File: config.mk
export PLATFORM = sky130hd
export DESIGN_NAME = shms_top
export DESIGN_NICKNAME = d
export VERILOG_FILES = /design/src/design/shms_pkg.sv /design/src/design/shms_top.sv
export SDC_FILE = /design/constraint.sdc
export NUM_CORES = 1
export LEC_CHECK = 0
export ABC_AREA = 1
export ABC_CLOCK_PERIOD_IN_PS = 1550
export BUFFER_PORTS_ARGS = -buffer_cell sky130_fd_sc_hd__buf_4
export CORE_MARGIN = 3
export CORE_UTILIZATION = 40
export CTS_CLUSTER_DIAMETER = 150
export DETAILED_ROUTE_END_ITERATION = 10
export GPL_ROUTABILITY_DRIVEN = 0
export GPL_TIMING_DRIVEN = 1
export PLACE_DENSITY = 0.59
export SYNTH_ARGS = -nofsm -noshare
export SYNTH_HDL_FRONTEND = slang
export SYNTH_SLANG_ARGS = --single-unit
File: constraint.sdc
create_clock -name sys_clk -period 1.55 [get_ports sys_clk]
set_input_delay 0.155 -clock sys_clk [delete_from_list [all_inputs] [get_ports sys_clk]]
set_output_delay 0.155 -clock sys_clk [all_outputs]
set_load 0.1 [all_outputs]
File: src/design/shms_pkg.sv
// Constants and carrier types for the serial host mode selector
package shms_pkg;
	localparam int unsigned CLK_HZ = 25000000;
	localparam int unsigned SAMPLE_MIN_MS = 1;
	localparam int unsigned SAMPLE_MAX_MS = 10;
	localparam int unsigned READY_MAX_MS = 20;
	// Sample at the earliest legal point, cycle count rounded down
	localparam int unsigned SAMPLE_CYC = (CLK_HZ / 1000) * SAMPLE_MIN_MS;
	localparam int unsigned SAMPLE_LATEST_CYC = (CLK_HZ / 1000) * SAMPLE_MAX_MS;
	localparam int unsigned READY_CYC = (CLK_HZ / 1000) * READY_MAX_MS;
	localparam int unsigned CNT_W = 20;
	localparam logic MODE_I2C = 1'b0;
	localparam logic MODE_SPI = 1'b1;

	typedef enum logic [1:0] {
		SHMS_INIT = 2'b00,
		SHMS_WAIT = 2'b01,
		SHMS_RUN = 2'b11
	} shms_state_t;

	typedef struct packed {
		logic ready;
		logic spi_mode;
		logic i2c_mode;
		logic pullup_en;
	} shms_status_t;
endpackage : shms_pkg

File: src/design/shms_top.sv
// Power-up port mode selection for the host serial port
`timescale 1ns/1ps
module shms_top #(
	parameter int unsigned SAMPLE_CYC = shms_pkg::SAMPLE_CYC,
	parameter int unsigned READY_CYC = shms_pkg::READY_CYC
) (
	input wire logic sys_clk,
	input wire logic rst_b,
	input wire logic clk_en,
	input wire logic port_select_or_chip_select_pin,
	input wire logic serial_clk_pin,
	input wire logic i2c_addressed,
	input wire logic core_byte_ready,
	output logic pullup_en_q,
	output logic i2c_mode_q,
	output logic spi_mode_q,
	output logic port_ready_q,
	output logic spi_cs_b_q,
	output logic serial_clk_o_q,
	output logic serial_clk_oe_b_q,
	output shms_pkg::shms_status_t status_q
);
	logic sel_m_q;
	logic sel_s_q;
	logic sck_m_q;
	logic sck_s_q;
	logic sck_d_q;
	logic [shms_pkg::CNT_W-1:0] cnt_q;
	logic [shms_pkg::CNT_W-1:0] cnt_d;
	shms_pkg::shms_state_t state_q;
	shms_pkg::shms_state_t state_d;
	logic mode_q;
	logic mode_d;
	logic sample_now;
	logic ready_now;
	logic stretch;
	logic sck_fall;
	logic run_d;
	logic i2c_d;
	logic spi_d;
	logic cs_d;
	shms_pkg::shms_status_t status_d;

	// One port mode is active only in the run state and only for the latched choice
	function automatic logic mode_active(
		input shms_pkg::shms_state_t st,
		input logic m,
		input logic want
	);
		return (st == shms_pkg::SHMS_RUN) && (m == want);
	endfunction : mode_active

	// Pins from outside the clock domain pass two flops first
	always_ff @(posedge sys_clk or negedge rst_b)
	begin
		if (!rst_b)
		begin
			sel_m_q <= 1'b1;
			sel_s_q <= 1'b1;
		end
		else if (clk_en)
		begin
			sel_m_q <= port_select_or_chip_select_pin;
			sel_s_q <= sel_m_q;
		end
	end

	// Reset to the idle-high level so no false falling edge follows reset
	always_ff @(posedge sys_clk or negedge rst_b)
	begin
		if (!rst_b)
		begin
			sck_m_q <= 1'b1;
			sck_s_q <= 1'b1;
			sck_d_q <= 1'b1;
		end
		else if (clk_en)
		begin
			sck_m_q <= serial_clk_pin;
			sck_s_q <= sck_m_q;
			sck_d_q <= sck_s_q;
		end
	end

	assign sck_fall = sck_d_q & ~sck_s_q;
	// 1 ms wait leaves the pull-up time to settle the pin before sampling
	assign sample_now = (state_q == shms_pkg::SHMS_INIT) &&
		(cnt_q == shms_pkg::CNT_W'(SAMPLE_CYC - 1));
	assign ready_now = (state_q == shms_pkg::SHMS_WAIT) &&
		(cnt_q == shms_pkg::CNT_W'(READY_CYC - 1));
	// Low on the pin picks I2C, high picks SPI; held until reset
	assign mode_d = sample_now ? sel_s_q : mode_q;

	always_comb
	begin
		state_d = state_q;
		case (state_q)
			shms_pkg::SHMS_INIT:
				if (sample_now)
					state_d = shms_pkg::SHMS_WAIT;
			shms_pkg::SHMS_WAIT:
				if (ready_now)
					state_d = shms_pkg::SHMS_RUN;
			shms_pkg::SHMS_RUN:
				state_d = shms_pkg::SHMS_RUN;
			default:
				state_d = shms_pkg::SHMS_INIT;
		endcase
	end

	// Stretch from the first falling edge seen while the core lags; release when ready.
	// Stretch starts a few cycles after the host edge because of the synchroniser.
	assign stretch = port_ready_q && (mode_q == shms_pkg::MODE_I2C) && i2c_addressed &&
		!core_byte_ready && (sck_fall || !serial_clk_oe_b_q);

	// Next values of the outputs, decoded once
	assign run_d = (state_d == shms_pkg::SHMS_RUN);
	assign i2c_d = mode_active(state_d, mode_d, shms_pkg::MODE_I2C);
	assign spi_d = mode_active(state_d, mode_d, shms_pkg::MODE_SPI);
	// Chip select only follows the pin once SPI is in force
	assign cs_d = spi_d ? sel_s_q : 1'b1;
	assign cnt_d = (state_d != state_q || state_q == shms_pkg::SHMS_RUN) ? '0 :
		cnt_q + 1'b1;
	assign status_d = '{ready: run_d, spi_mode: spi_d, i2c_mode: i2c_d, pullup_en: !run_d};

	always_ff @(posedge sys_clk or negedge rst_b)
	begin
		if (!rst_b)
		begin
			state_q <= shms_pkg::SHMS_INIT;
		end
		else if (clk_en)
		begin
			state_q <= state_d;
		end
	end

	always_ff @(posedge sys_clk or negedge rst_b)
	begin
		if (!rst_b)
		begin
			cnt_q <= '0;
		end
		else if (clk_en)
		begin
			cnt_q <= cnt_d;
		end
	end

	// Defaults to SPI until the sample, matching the pull-up level
	always_ff @(posedge sys_clk or negedge rst_b)
	begin
		if (!rst_b)
		begin
			mode_q <= shms_pkg::MODE_SPI;
		end
		else if (clk_en)
		begin
			mode_q <= mode_d;
		end
	end

	always_ff @(posedge sys_clk or negedge rst_b)
	begin
		if (!rst_b)
		begin
			pullup_en_q <= 1'b1;
		end
		else if (clk_en)
		begin
			pullup_en_q <= !run_d;
		end
	end

	always_ff @(posedge sys_clk or negedge rst_b)
	begin
		if (!rst_b)
		begin
			i2c_mode_q <= 1'b0;
		end
		else if (clk_en)
		begin
			i2c_mode_q <= i2c_d;
		end
	end

	always_ff @(posedge sys_clk or negedge rst_b)
	begin
		if (!rst_b)
		begin
			spi_mode_q <= 1'b0;
		end
		else if (clk_en)
		begin
			spi_mode_q <= spi_d;
		end
	end

	always_ff @(posedge sys_clk or negedge rst_b)
	begin
		if (!rst_b)
		begin
			port_ready_q <= 1'b0;
		end
		else if (clk_en)
		begin
			port_ready_q <= run_d;
		end
	end

	always_ff @(posedge sys_clk or negedge rst_b)
	begin
		if (!rst_b)
		begin
			spi_cs_b_q <= 1'b1;
		end
		else if (clk_en)
		begin
			spi_cs_b_q <= cs_d;
		end
	end

	// Open drain: the line is only ever pulled low, the enable does the work
	always_ff @(posedge sys_clk or negedge rst_b)
	begin
		if (!rst_b)
		begin
			serial_clk_o_q <= 1'b0;
		end
		else if (clk_en)
		begin
			serial_clk_o_q <= 1'b0;
		end
	end

	always_ff @(posedge sys_clk or negedge rst_b)
	begin
		if (!rst_b)
		begin
			serial_clk_oe_b_q <= 1'b1;
		end
		else if (clk_en)
		begin
			serial_clk_oe_b_q <= ~stretch;
		end
	end

	// Status mirrors the single outputs, pull-up bit included from reset on
	always_ff @(posedge sys_clk or negedge rst_b)
	begin
		if (!rst_b)
		begin
			status_q <= '{ready: 1'b0, spi_mode: 1'b0, i2c_mode: 1'b0, pullup_en: 1'b1};
		end
		else if (clk_en)
		begin
			status_q <= status_d;
		end
	end
endmodule : shms_top

==> flow_metrics.py <==
metrics = {
    "run_status": {
        "status": "finished, final reports clean",
    },
    "yosys": {
        "ys_top_cells_by_count": "63 x nand2_1, 40 x nor2_1, 31 x inv_1, 25 x dfrtp_1, 20 x nand3_1",
        "ys_async_sr_fraction": 1.00,
        "synth-edff-count": 0,
        "ys_types": 26,
        "syn-num-nets": 270,
        "synth.avg_cell_area_sq_um": 7.51,
        "yosysSeqAreaShare": 0.438,
        "synthCells": 262,
        "syn_area_sq_mm": 0.00197,
        "yosysWarningCount": 0,
        "synth.most_common_cell": "nand2_1",
        "synthTopCellsByArea": "dfrtp_1 32%, dfstp_2 12%, nand2_1 12%",
        "yosysTopAreaCell": "dfrtp_1",
        "ys.flop_type": "dfrtp_1",
        "yosysTopAreaCellShare": 0.318,
        "synth-seq-cells": 34,
    },
    "die": {
        "die_h_microns": 76.1,
        "coreArea_sq_mm": 0.00456,
        "rows": 24,
        "die_x_microns": 76.1,
        "dieArea_sq_mm": 0.00580,
        "io_pins": 18,
        "start_util": 0.431,
    },
    "drt": {
        "routedWlPerCell_microns": 12.5,
        "drtIter0Drc": 112,
        "drc": 0,
        "drt-total-wl_microns": 4380,
        "vias_per_cell": 4.73,
        "drtPass1Iterations": 4,
        "final_antenna_net_count": 0,
        "via_count": 1660,
    },
    "setup_path": {
        "cp.depth": 8,
        "cpPeakStageDelay_ns": 0.36,
        "cp_num_buf_inv": 1,
        "crit_type": "register to register",
        "crit_slowest_cell": "dfrtp_1",
        "regToRegSetupSlack_ns": 0.11,
        "worstPathRequired_ns": 1.72,
        "arrival_ns": 1.62,
        "crit_top_cell": "nand3_2",
        "crit_family": "simple AND/OR/NAND/NOR gates",
        "ff2ff_path_depth": 8,
        "crit_fanout": 12,
        "startpoint_type": "register",
        "end_kind": "register",
        "path_cells": "ha_2, nand2_1, nor2_2, nand3_2, nand3_2, nand2_4, inv_8, nor3_1",
    },
    "power": {
        "sw_frac_of_total": 0.356,
        "seq_power_share": 0.426,
        "p_int_mw": 1.66,
        "p_per_area_mw_per_mm2": 1100,
        "p_leak_nw": 1.11,
        "pwr-share-clk": 0.310,
        "pwr-share-comb": 0.263,
        "power.switching_uw": 916,
        "ir_worst_vdd_mv": 0.560,
    },
    "place": {
        "io_buffers": 16,
        "dp_hpwl_microns": 3200,
        "pre_cts_ws_ns": -0.0595,
    },
    "grt": {
        "grt_pass1_vias": 1573,
        "top_usage_layer": "met1",
        "antenna_found_initial": 0,
        "grt_max_degree": 35,
        "grt_overflow_total": 0,
        "grt_util_met1": 0.251,
        "grt_usage": 0.164,
        "grt_pass1_wl_microns": 7710,
        "grtUsageMet3": 0.0331,
        "gr-usage-met2": 0.234,
    },
    "clocking": {
        "insertion_delay_ns": 0.28,
        "htreeDepth": 2,
        "clock_sinks": 34,
        "numCtsBuffers": 5,
        "clk_pin_slew_worst_paths_ns": 0.07,
        "cts-root-buf": "clkbuf_8",
        "cts_tree": "yes",
        "ctsLongestPathBuffers": 2,
    },
    "finish": {
        "area_growth_syn_to_layout_pct": 19.5,
        "fin_nets": 293,
        "fill_cells": 486,
        "n_antenna_cell": 0,
        "drive_gt1_frac": 0.294,
    },
    "sta": {
        "fmax_mhz": 692,
        "tns_ns": 0,
        "fin_crit_sh": 0.932,
        "min_period_ns": 1.44,
        "worst_slack_ns": 0.105,
        "rsz0062_at_grt": "true",
        "finalSetupViolations": 0,
        "clock_skew_ns": 0.00692,
        "hold_viol": 0,
        "slew_violations": 0,
    },
    "min_path": {
        "hold_depth": 3,
        "hp-class": "input port to register",
    },
    "flow_run": {
        "max-cap-violations": 0,
    },
}
## power groups by stage
stage | Combinational (mW) | Clock, mW | Sequential [mW]
2_1_floorplan | 0.359 | 0 | 1.22
3_3_place_gp | 0.648 | 0 | 1.09
3_5_place_dp | 0.647 | 0 | 1.10
4_1_cts | 0.653 | 0.827 | 1.08
5_1_grt | 0.731 | 0.870 | 1.11
6_report | 0.678 | 0.799 | 1.10
## registers in the layout, summed over array words and instances, names as in the netlist
signal / flops
cnt_q: 20
mode_q: 1
state_q: 2
sel_s_q: 1
status_q: 1
sel_m_q: 1
serial_clk_oe_b_q: 1
sck_m_q: 1
i2c_mode_q: 1
spi_cs_b_q: 1
pullup_en_q: 1
sck_d_q: 1
spi_mode_q: 1
sck_s_q: 1
## worst min-delay path, cell delays in order
cell and delay, ns:
buf_4 0.07, nand2_1 0.04, nand2_1 0.06
## per-layer routing
layer / wire length, microns / vias to the layer above
met3: 151 / 6
met4: 45 / 0
li1: - / 853
met2: 1960 / 25
met5: 0 / -
met1: 2220 / 776
## metrics by stage
| step | hold WS, ns | area [sq um] | utilization | power, mW | std cells |
|---|---|---|---|---|---|
| final | 0.0710 | 2350 | 0.515 | 2.57 | 351 |
| after global routing | 0.0821 | 2350 | 0.515 | 2.71 | 351 |
| after CTS | 0.0663 | 2280 | 0.499 | 2.56 | 350 |
| after detailed placement | 0.133 | 2150 | 0.471 | 1.74 | 341 |
| after global placement | 0.132 | 2150 | 0.471 | 1.74 | 341 |
| after floorplan | -0.141 | 1970 | - | 1.58 | 262 |
## cells in the final DEF (no fill, tap or decap), drive strengths merged
cell type	n
a21oi	5
nand3	22
xor2	9
nand2	67
nor3	7
nand4	7
ha	1
dfrtp	25
bufinv	1
buf	25
conb	1
clkinv	2
clkbuf	5
dfstp	9
o21ai	10
dlygate4sd3	1
inv	34
o21bai	1
nor2	54
## final timing paths
check / startpoint / endpoint
worst max-delay path: cnt_q[1]$_DFFE_PN0P_ / cnt_q[5]$_DFFE_PN0P_
worst min-delay path: port_select_or_chip_select_pin / sel_m_q$_DFFE_PN1P_
worst max register to register: cnt_q[1]$_DFFE_PN0P_ / cnt_q[5]$_DFFE_PN0P_
worst min register to register: sel_m_q$_DFFE_PN1P_ / sel_m_q$_DFFE_PN1P_
max in group asynchronous: rst_b / sck_m_q$_DFFE_PN1P_
min in group asynchronous: rst_b / cnt_q[14]$_DFFE_PN0P_
## logic make-up after synthesis
group,Yosys count,share of synthesized area
simple gates,157,0.363
buf+inv,44,0.107
flops,34,0.438
compound gates,16,0.0439
xor+xnor,9,0.0401
fa+ha+maj,1,0.00636
other cells,1,0.00191
## timing repair
action                                  CTS  global route
endpoints found under the setup margin    9            25
resized for setup                         1            25
endpoints found under the hold margin    25             0
pin swaps                                 0             3
hold buffers                              1             0
buffers inserted                          0             1
## area by class of cell
class | instances | area, sq um | area share
clock inverters | 3 | 40.0 | 0.0170
inverters | 34 | 135 | 0.0575
repair buffers | 26 | 198 | 0.0841
flip-flops and latches | 34 | 871 | 0.370
multi-input cells | 184 | 957 | 0.407
clock buffers | 5 | 68.8 | 0.0293
well taps | 65 | 81.3 | 0.0346
No activity file was read; power rests on OpenSTA's default activity.
